==> config.mk <==
export PLATFORM = sky130hd
export DESIGN_NAME = pasc_regs
export DESIGN_NICKNAME = d
export VERILOG_FILES = /design/src/hdl/pasc_pkg.sv /design/src/hdl/pasc_page_capture.sv /design/src/hdl/pasc_fsm_reset.sv /design/src/hdl/pasc_regs.sv
export SDC_FILE = /design/constraint.sdc
export NUM_CORES = 1
export LEC_CHECK = 0
export BUFFER_PORTS_ARGS = -buffer_cell sky130_fd_sc_hd__buf_2
export CORE_MARGIN = 1
export CORE_UTILIZATION = 45
export DETAILED_ROUTE_END_ITERATION = 10
export GPL_TIMING_DRIVEN = 0
export MAX_ROUTING_LAYER = met4
export PLACE_DENSITY_LB_ADDON = 0.3
export RECOVER_POWER = 50
export REMOVE_ABC_BUFFERS = 1
export SETUP_SLACK_MARGIN = 0.02
export SKIP_CTS_REPAIR_TIMING = 1
export SLEW_MARGIN = 20
export SYNTH_ARGS = -nofsm -noshare
export SYNTH_HDL_FRONTEND = slang
export SYNTH_SLANG_ARGS = --single-unit
export TNS_END_PERCENT = 5
==> constraint.sdc <==
create_clock -name i_clk_sys -period 2.65 [get_ports i_clk_sys]
set_clock_uncertainty 0.05 [all_clocks]
set_input_delay 0.1325 -clock i_clk_sys [delete_from_list [all_inputs] [get_ports i_clk_sys]]
set_output_delay 0.1325 -clock i_clk_sys [all_outputs]
set_load 0.02 [all_outputs]
==> src/hdl/pasc_pkg.sv <==
// Package for the PHY auto-negotiation status and configuration register set.
// Assumes a 250 MHz system clock and 16-bit management register words.
package pasc_pkg;

    localparam logic [4:0]  ADDR_PARTNER   = 5'h05;
    localparam logic [4:0]  ADDR_EXPANSION = 5'h06;
    localparam logic [4:0]  ADDR_CONFIG    = 5'h10;

    localparam int PA_NEXT_PAGE   = 15;
    localparam int PA_ACK         = 14;
    localparam int PA_REMOTE_FLT  = 13;
    localparam int PA_ABIL_LSB    = 5;
    localparam int PA_ABIL_MSB    = 9;
    localparam int PA_SEL_MSB     = 4;

    localparam int EX_PD_FAULT    = 4;
    localparam int EX_LP_NP       = 3;
    localparam int EX_LOC_NP      = 2;
    localparam int EX_PAGE_RX     = 1;
    localparam int EX_LP_AN       = 0;

    localparam int CF_FORCE_LINK  = 7;
    localparam int CF_FSM_RESET   = 3;
    localparam int CF_PRE_SKIP    = 2;
    localparam int CF_SLEEP       = 1;
    localparam int CF_LOOP_OUT    = 0;

    localparam logic [15:0] CFG_WRITE_MASK = 16'h008F;
    localparam logic [15:0] RESET_WORD     = 16'h0000;
    localparam logic        LOCAL_LOCAL_NEXT_PAGE_CAPABLE  = 1'b0;

    // Length of the state machine reset pulse.
    localparam int FSM_RST_NS     = 40;
    localparam int CLK_PERIOD_NS  = 4;
    localparam int FSM_RST_CYC    = (FSM_RST_NS + CLK_PERIOD_NS - 1) / CLK_PERIOD_NS;

    typedef struct packed {
        logic        valid;
        logic        next_page;
        logic        ack;
        logic        remote_fault;
        logic [4:0]  abilities;
        logic [4:0]  selector;
    } pasc_page_s;

    typedef struct packed {
        logic        req;
        logic        write;
        logic [4:0]  addr;
        logic [15:0] wdata;
    } pasc_mgmt_s;

    typedef enum logic [1:0] {
        FSM_RUN,
        FSM_RST_ACTIVE
    } pasc_rst_e;

endpackage

==> src/hdl/pasc_page_capture.sv <==
// Captures a received link code word once it has been seen consistently.
// Assumes the negotiation logic presents each decoded word with a valid strobe.
`timescale 1ns/10ps
module pasc_page_capture (
    input  wire logic              i_clk_sys,
    input  wire logic              i_rst_n,
    input  wire logic              i_clear,
    input  wire pasc_pkg::pasc_page_s i_page,
    output logic [15:0]            o_partner_word,
    output logic                   o_new_page
);
    import pasc_pkg::*;

    logic [15:0] last_word_reg;
    logic [15:0] held_word_reg;
    logic        seen_once_reg;
    logic [15:0] rx_word;
    logic        consistent;

    // The reserved field 12..10 is forced to zero here.
    assign rx_word = {i_page.next_page, i_page.ack, i_page.remote_fault,
                      3'h0, i_page.abilities, i_page.selector};
    assign consistent = i_page.valid && seen_once_reg && (rx_word == last_word_reg);

    always_ff @(posedge i_clk_sys or negedge i_rst_n) begin
        if (!i_rst_n) begin
            last_word_reg <= RESET_WORD;
            held_word_reg <= RESET_WORD;
            seen_once_reg <= 1'b0;
            o_new_page    <= 1'b0;
        end else if (i_clear) begin
            last_word_reg <= RESET_WORD;
            held_word_reg <= RESET_WORD;
            seen_once_reg <= 1'b0;
            o_new_page    <= 1'b0;
        end else begin
            o_new_page <= consistent && (rx_word != held_word_reg || !seen_once_reg);
            if (i_page.valid) begin
                last_word_reg <= rx_word;
                seen_once_reg <= 1'b1;
            end
            if (consistent) begin
                held_word_reg <= rx_word;
            end
        end
    end

    assign o_partner_word = held_word_reg;
endmodule

==> src/hdl/pasc_fsm_reset.sv <==
// Stretches a state machine reset request into a fixed-length pulse.
// Assumes requests are single-cycle pulses from the register logic.
`timescale 1ns/10ps
module pasc_fsm_reset (
    input  wire logic i_clk_sys,
    input  wire logic i_rst_n,
    input  wire logic i_start,
    output logic      o_busy,
    output logic      o_done
);
    import pasc_pkg::*;

    pasc_rst_e   state_reg;
    logic [7:0]  count_reg;

    always_ff @(posedge i_clk_sys or negedge i_rst_n) begin
        if (!i_rst_n) begin
            state_reg <= FSM_RUN;
            count_reg <= 8'h00;
            o_done    <= 1'b0;
        end else begin
            o_done <= 1'b0;
            unique case (state_reg)
                FSM_RUN: begin
                    if (i_start) begin
                        state_reg <= FSM_RST_ACTIVE;
                        count_reg <= 8'(FSM_RST_CYC - 1);
                    end
                end
                FSM_RST_ACTIVE: begin
                    if (count_reg == 8'h00) begin
                        state_reg <= FSM_RUN;
                        o_done    <= 1'b1;
                    end else begin
                        count_reg <= count_reg - 8'h01;
                    end
                end
                default: state_reg <= FSM_RUN;
            endcase
        end
    end

    assign o_busy = (state_reg == FSM_RST_ACTIVE);
endmodule

==> src/hdl/pasc_regs.sv <==
// Management register set: partner ability, expansion and vendor configuration.
// Assumes a management frame engine issues one-cycle read and write requests.
// Notes on behaviour
// - Received partner abilities are captured into the read-only register at address 5.
// - Bit 15 shows partner next page availability; resets to zero.
// - Acknowledge bit 14 comes only from negotiation logic; software never writes it.
// - Bit 13 shows partner remote fault; resets to zero.
// - Bits 9..5 show partner T4, TX full, TX half, 10 full, 10 half.
// - Bits 4..0 hold partner selector field, reset to zero.
// - Reserved bits of registers 5 and 6 read zero; writes ignored.
// - Expansion bit 4 latches high on a parallel detection fault.
// - Expansion bit 3 shows partner next page ability.
// - Expansion bit 2 always reads zero; no local next page.
// - Expansion bit 1 latches on new page, clears when register 6 is read.
// - Expansion bit 0 shows partner auto-negotiation ability.
// - Configuration bit 7 forces good link at 100 Mbit/s; resets to zero.
// - Writing configuration bit 3 resets PHY state machines; bit self-clears after.
// - Configuration bit 2 enables management preamble suppression; resets off.
// - Clearing sleep keeps configuration and resets state machines.
// - Configuration bit 0 loops received data out to transmit.
`timescale 1ns/10ps
module pasc_regs (
    input  wire logic                 i_clk_sys,
    input  wire logic                 i_reset_n,
    input  wire pasc_pkg::pasc_mgmt_s i_mgmt,
    output logic [15:0]               o_rdata,
    output logic                      o_rvalid,
    input  wire pasc_pkg::pasc_page_s i_page,
    input  wire logic                 i_neg_restart,
    input  wire logic                 i_pd_fault,
    input  wire logic                 i_partner_an_able,
    output logic                      o_force_link_100,
    output logic                      o_preamble_skip,
    output logic                      o_sleep,
    output logic                      o_remote_loopback,
    output logic                      o_fsm_reset
);
    import pasc_pkg::*;

    logic        rst_sync1_reg;
    logic        rst_sync2_reg;
    logic        rst_n;

    always_ff @(posedge i_clk_sys or negedge i_reset_n) begin
        if (!i_reset_n) begin
            rst_sync1_reg <= 1'b0;
            rst_sync2_reg <= 1'b0;
        end else begin
            rst_sync1_reg <= 1'b1;
            rst_sync2_reg <= rst_sync1_reg;
        end
    end
    assign rst_n = rst_sync2_reg;

    // Decode of management requests.
    logic wr_cfg;
    logic rd_exp;
    logic rd_any;
    assign wr_cfg = i_mgmt.req && i_mgmt.write && (i_mgmt.addr == ADDR_CONFIG);
    assign rd_exp = i_mgmt.req && !i_mgmt.write && (i_mgmt.addr == ADDR_EXPANSION);
    assign rd_any = i_mgmt.req && !i_mgmt.write;

    // Configuration register.
    logic [15:0] cfg_reg;
    logic [15:0] cfg_next;
    logic        rst_busy;
    logic        rst_done;
    logic        sleep_exit;
    logic        rst_start;
    logic [15:0] cfg_written;

    // Writes touch only implemented bits, so reserved bits stay zero.
    assign cfg_written = i_mgmt.wdata & CFG_WRITE_MASK;
    assign sleep_exit  = wr_cfg && cfg_reg[CF_SLEEP] && !i_mgmt.wdata[CF_SLEEP];
    assign rst_start   = (wr_cfg && i_mgmt.wdata[CF_FSM_RESET]) || sleep_exit;

    always_comb begin
        cfg_next = cfg_reg;
        if (wr_cfg) begin
            cfg_next = cfg_written;
            // Reset bit stays set until the pulse ends, even if written 0 meanwhile.
            cfg_next[CF_FSM_RESET] = i_mgmt.wdata[CF_FSM_RESET] | cfg_reg[CF_FSM_RESET];
        end
        // A request that lands on the done pulse starts a fresh pulse, so the bit stays set.
        if (rst_done && !rst_start) begin
            cfg_next[CF_FSM_RESET] = 1'b0;
        end
    end

    always_ff @(posedge i_clk_sys or negedge rst_n) begin
        if (!rst_n) begin
            cfg_reg <= RESET_WORD;
        end else begin
            cfg_reg <= cfg_next;
        end
    end

    pasc_fsm_reset u_fsm_reset (
        .i_clk_sys (i_clk_sys),
        .i_rst_n   (rst_n),
        .i_start   (rst_start),
        .o_busy    (rst_busy),
        .o_done    (rst_done)
    );

    assign o_force_link_100  = cfg_reg[CF_FORCE_LINK];
    assign o_preamble_skip   = cfg_reg[CF_PRE_SKIP];
    assign o_sleep           = cfg_reg[CF_SLEEP];
    assign o_remote_loopback = cfg_reg[CF_LOOP_OUT];
    assign o_fsm_reset       = rst_busy;

    // Partner ability capture; cleared on renegotiation or state machine reset.
    logic [15:0] partner_word;
    logic        new_page;
    logic        cap_clear;
    assign cap_clear = i_neg_restart || rst_busy;

    pasc_page_capture u_capture (
        .i_clk_sys      (i_clk_sys),
        .i_rst_n        (rst_n),
        .i_clear        (cap_clear),
        .i_page         (i_page),
        .o_partner_word (partner_word),
        .o_new_page     (new_page)
    );

    // Expansion register latched bits; a new event wins over the read clear.
    logic pd_fault_reg;
    logic page_rx_reg;
    logic an_able_reg;
    logic pd_fault_next;
    logic page_rx_next;
    logic an_able_next;

    assign pd_fault_next = i_pd_fault | (pd_fault_reg & ~rd_exp);
    assign page_rx_next  = new_page | (page_rx_reg & ~rd_exp);
    assign an_able_next  = cap_clear ? 1'b0 : (an_able_reg | i_partner_an_able);

    always_ff @(posedge i_clk_sys or negedge rst_n) begin
        if (!rst_n) begin
            pd_fault_reg <= 1'b0;
            page_rx_reg  <= 1'b0;
            an_able_reg  <= 1'b0;
        end else begin
            pd_fault_reg <= pd_fault_next;
            page_rx_reg  <= page_rx_next;
            an_able_reg  <= an_able_next;
        end
    end

    logic [15:0] exp_word;
    assign exp_word = {11'h000, pd_fault_reg, partner_word[PA_NEXT_PAGE],
                       LOCAL_LOCAL_NEXT_PAGE_CAPABLE, page_rx_reg, an_able_reg};

    // Read mux; unmapped addresses answer zero.
    logic [15:0] rd_mux;
    assign rd_mux = (i_mgmt.addr == ADDR_PARTNER)   ? partner_word :
                    (i_mgmt.addr == ADDR_EXPANSION) ? exp_word :
                    (i_mgmt.addr == ADDR_CONFIG)    ? cfg_reg :
                    16'h0000;

    always_ff @(posedge i_clk_sys or negedge rst_n) begin
        if (!rst_n) begin
            o_rdata  <= 16'h0000;
            o_rvalid <= 1'b0;
        end else begin
            o_rvalid <= rd_any;
            if (rd_any) begin
                o_rdata <= rd_mux;
            end
        end
    end
endmodule

==> Word level (Yosys, flattened, before mapping) <==
Cells that the tools add are included.
{ "totals": {"ff_bits": 72, "inputBits": 42, "elab_cells": 80} }
{ "op_classes": {"n_addsub": 1, "eq_ne": 9, "muxes": 21, "bitwise": 7, "reduce_logical": 26} }
{ "ops": {"columns": ["cell", "count"], "rows": [
  ["$mux 16", 5],
  ["$mux 8", 4],
  ["$eq 16x16->1", 1],
  ["$ne 16x16->1", 1],
  ["$pmux 8 s2", 1],
  ["$logic_and 1x1->1", 11],
  ["$eq 5x3->1 const B", 2],
  ["$logic_not 8->1", 1],
  ["$reduce_bool 2->1", 4],
  ["$sub 8x1->8 const B", 1],
  ["$mux 1", 7],
  ["$eq 5x5->1 const B", 1],
  ["$logic_not 1->1", 4],
  ["$mux 2", 2],
  ["$mux 4", 1],
  ["$ne 2x2->1 const B", 2],
  ["$or 1x1->1", 4],
  ["$pmux 2 s2", 1],
  ["$logic_or 1x1->1", 3],
  ["$reduce_and 3->1", 1],
  ["$and 1x1->1", 2],
  ["$eq 2x1->1 const B", 1],
  ["$logic_not 2->1", 1],
  ["$ne 2x1->1 const B", 1],
  ["2 further kinds", 2]
]} }

==> Logic depth before layout (Yosys ltp) <==
{ "depth": {"ltp_word": 8, "ltp_mapped": 7, "depth_no_buf": 6} }

==> Hierarchy <==
Synthesis repeated with hierarchy kept, for this count alone.
{ "unflattened": {"cells_unflattened": 314, "hier_area_um2": 3248.1} }
{ "by_module_without_submodules": {"columns": ["mod", "instances", "cells_per_inst", "area_per_inst_um2", "seq_area_each_um2"], "rows": [
  ["pasc_page_capture", 1, 142, 1481.4, 700.7],
  ["pasc_regs", 1, 118, 1238.7, 675.6],
  ["pasc_fsm_reset", 1, 54, 528.0, 250.2]
]} }

==> Least setup slack after synthesis <==
OpenSTA, ideal clock, no wires.
{ "synth_timing": {"path_type": "flip-flop to flip-flop", "startpoint": "reg u_fsm_reset.count_reg[0]", "endpoint": "reg u_fsm_reset.count_reg[0]", "setup_time_ps": 125, "t_arrival_ps": 1817, "path_slack_ps": 658, "path_stages_with_launch": 8, "path_buffers": 1, "synth_period_minus_slack_ps": 1992, "path_cell_list": "dfrtp_1 inv_1 ha_1 or3b_2 clkbuf_1 o21ai_2 o31ai_1 mux2_2"} }
{ "synth_between": {"elab_chain_len": 3, "word_cells_on_any_way": 6, "classes_between": "add/sub: 1; eq/ne: 1; mux: 2; reduce/logical: 2"} }
{ "synth_lines": {"columns": ["element", "line_no", "text"], "rows": [
  ["from (decl)", "pasc_fsm_reset.sv:14", "logic [7:0] count_reg;"],
  ["from (signal assigned)", "pasc_fsm_reset.sv:27", "count_reg <= 8'(FSM_RST_CYC - 1);"],
  ["from (signal assigned)", "pasc_fsm_reset.sv:35", "count_reg <= count_reg - 8'h01;"],
  ["$sub 8x1->8 or $logic_not 8->1 (tied branches)", "pasc_fsm_reset.sv:35, pasc_fsm_reset.sv:31", null],
  ["$mux 8 or $ne 2x2->1 (tied branches)", null, null],
  ["$pmux 8 s2 or $reduce_and 3->1 (tied branches)", null, null]
]} }
Parallel ways exist; a longest one is shown, timed or not. The select of a mux whose other input is x is not followed.
A chain may end at the register's enable or synchronous reset.

==> Worst setup path in the final report <==
Ends and elaborated chain as after synthesis.

==> impl_metrics.yaml <==
synthesis:
  yosys.area.top_type: "dfrtp_1"
  synth.avg_cell_area_um2: 10.1
  ys_seq_area_share_pct: 52.4
  yosys.area.top_type_share_pct: 52.4
  ys.warnings.count: 0
  synth-seq-cells: 62
  synthTopCellsByCount: "62 x dfrtp_1, 55 x nand2_1, 30 x nor2_1, 26 x mux2i_1, 22 x xnor2_1"
  synth-main-ff-cell: "dfrtp_1"
  synth_async_sr_flop_share_pct: 100
  mappedNetlistArea_um2: 2960
  synth_area_leaders: "dfrtp_1 52%, mux2i_1 8.8%, nand2_1 7.0%"
  synth-edff-count: 0
  synth_cell_type_count: 43
  synth.most_common_cell: "dfrtp_1"
  synthCells: 293
final_layout:
  synthToLayoutAreaGrowth_pct: 20.2
  drive_gt1_share_pct: 19.4
  fin_area_um2: 3560
  num_antenna_cells: 0
  final-seq-area_um2: 1550
  nNetsFinal: 390
  multi_input_area_um2: 1330
  final.fill_count: 570
sta:
  rsz0062_at_grt: "no"
  layout_min_cycle_time_ps: 2160
  setup_slack_ps: 493
  fmax_mhz: 464
  drv_slew: 0
  setup_viol: 0
  holdWs_ps: 12.1
  fin_crit_sh_pct: 81.4
  worst_pin_slew_ps: 970
  relSlewSlack_pct: 35.3
  hold_violations: 0
global_route:
  grt-busiest-layer: "met2"
  grt_pass1_wl_um: 10600
  grt.overflow.total: 0
  antenna_found_initial: 0
  grt_max_degree: 38
  grtUsageMet3_pct: 5.27
  use_met2_pct: 30.7
  grt_pass1_vias: 2221
  grt_use_total_pct: 20.3
  use_met1_pct: 25.9
floorplan:
  die_width_um: 83.1
  die-height_um: 83.1
  rows: 29
  io_pins: 64
  core_area_um2: 6350
  start_util_pct: 46.6
  fp.dieArea_um2: 6910
worst_hold_path:
  hp-start: "i_mgmt[1]"
  hold_depth: 3
  hold_class: "input pin to flop"
  holdPathEnd: "cfg_reg[1]"
setup_path:
  endpoint_kind: "flop"
  slowest_stage: "or3b_2"
  r2r_cells: 6
  crit_path_cell_trace: "inv_1 -> ha_1 -> or3b_2 -> o21ai_2 -> o31ai_1 -> mux2_2"
  critPathArrivalTime_ps: 2330
  r2r_start: "u_fsm_reset.count_reg[0]"
  reg2reg_slack_ps: 490
  startpoint_type: "flop"
  rr_endpoint: "u_fsm_reset.count_reg[0]"
  cpLargestDelayFamily: "compound AO/OA/AOI/OAI gates"
  worst-endpoint-required_ps: 2830
  crit_type: "flop to flop"
  crit_buf_inv: 1
  worstPathMaxFanout: 10
  critPathMaxStageDelay_ps: 510
detailed_routing:
  initialDrtViolationCount: 96
  wl_per_cell_um: 14.4
  firstDrtPassIters: 5
  ant_nets: 0
  wl_um: 6160
  viasPerCell: 5.17
  route.detailed.drc: 0
  vias: 2214
placed_design:
  post_dp_cell_area_um2: 3280
  dpl_worst_slack_ps: 506
  place_hpwl_um: 4410
  gp_congestion: 0.851
  portBuffers: 49
flow_run:
  drv_cap: 0
clocking:
  cts.path.max_buffers: 2
  cts.clk_slew.worst_paths_ps: 70
  root_buffer: "clkbuf_8"
  htree_levels: 3
  worstSkewPairLatency_ps: 340
  numClockSinks: 62
  cts_made_buffers: 9
  cts_tree: "yes"
run_status:
  status: "finished clean"
power:
  ir_drop_mv: 0.403
  power_density_nw_per_um2: 643
  p_leak_nw: 1.61
[cells in the final DEF (no fill, tap or decap), drive strengths merged, types with 3 or more instances in the layout]
| cell type | instances |
|---|---|
| a21oi | 3 |
| a221oi | 3 |
| a222oi | 3 |
| buf | 41 |
| bufinv | 3 |
| clkbuf | 19 |
| conb | 4 |
| dfrtp | 62 |
| dlygate4sd3 | 6 |
| inv | 6 |
| mux2i | 26 |
| nand2 | 55 |
| nand3 | 11 |
| nand4 | 5 |
| nor2 | 30 |
| nor3 | 3 |
| nor4 | 3 |
| o21ai | 7 |
| xnor2 | 22 |
| xor2 | 7 |
[how the worst max path moves through the flow]
stage | end | slack, ps | cells after the start | from
2_1_floorplan | u_capture.o_new_page | 380 | 4 | u_capture.last_word_reg[8]
3_3_place_gp | u_capture.o_new_page | -70 | 4 | u_capture.last_word_reg[8]
3_5_place_dp | u_fsm_reset.count_reg[7] | 510 | 4 | u_fsm_reset.count_reg[5]
4_1_cts | u_fsm_reset.count_reg[0] | 500 | 6 | u_fsm_reset.count_reg[0]
5_1_grt | u_fsm_reset.count_reg[0] | 400 | 6 | u_fsm_reset.count_reg[0]
6_report | u_fsm_reset.count_reg[0] | 490 | 6 | u_fsm_reset.count_reg[0]
[per-stage QoR]
stage,power [mW],setup TNS [ps],utilization [%],instances
floorplan,1.19,0,-,278
global placement,1.27,-448,50.9,404
detailed placement,1.29,0,51.7,406
CTS,2.31,0,55.6,422
global route,2.39,0,56.1,428
finish,2.29,0,56.1,428
[worst register-to-register path, cell delays in order (launching register included)]
cell     delay (ps)
dfrtp_1         410
inv_1           120
ha_1            150
or3b_2          510
o21ai_2         360
o31ai_1         160
mux2_2          290
[layer usage]
layer	up-vias	share of wire [%]
met2	51	48
met5	-	0
met4	0	1.9
met1	1049	46
met3	9	3.8
li1	1105	-
[final cells by class]
| class | instances | area share, % |
|---|---|---|
| clock buffer | 9 | 3.48 |
| timing repair buffer | 57 | 8.72 |
| tap | 77 | 2.71 |
| inverter | 6 | 0.633 |
| clock inverter | 7 | 3.44 |
| sequential | 62 | 43.6 |
| multi-input combinational | 210 | 37.4 |
[power breakdown]
group,internal (mW),total (mW),switching [mW]
clock,0.627,1.02,0.392
combinational,0.0917,0.216,0.124
sequential,0.998,1.05,0.0562
total,1.72,2.29,0.572
[cells by family after synthesis]
family	count (synthesis)	synth area share (%)
DFF	62	52.4
and+or+nand+nor	120	18.3
buffers and inverters	23	3.38
adders and majority gates	2	0.845
other	2	0.254
muxes	27	9.17
AOI/OAI and AO/OA	28	7.02
xor gates and xnor gates	29	8.58
No activity file was read; power rests on OpenSTA's default activity.
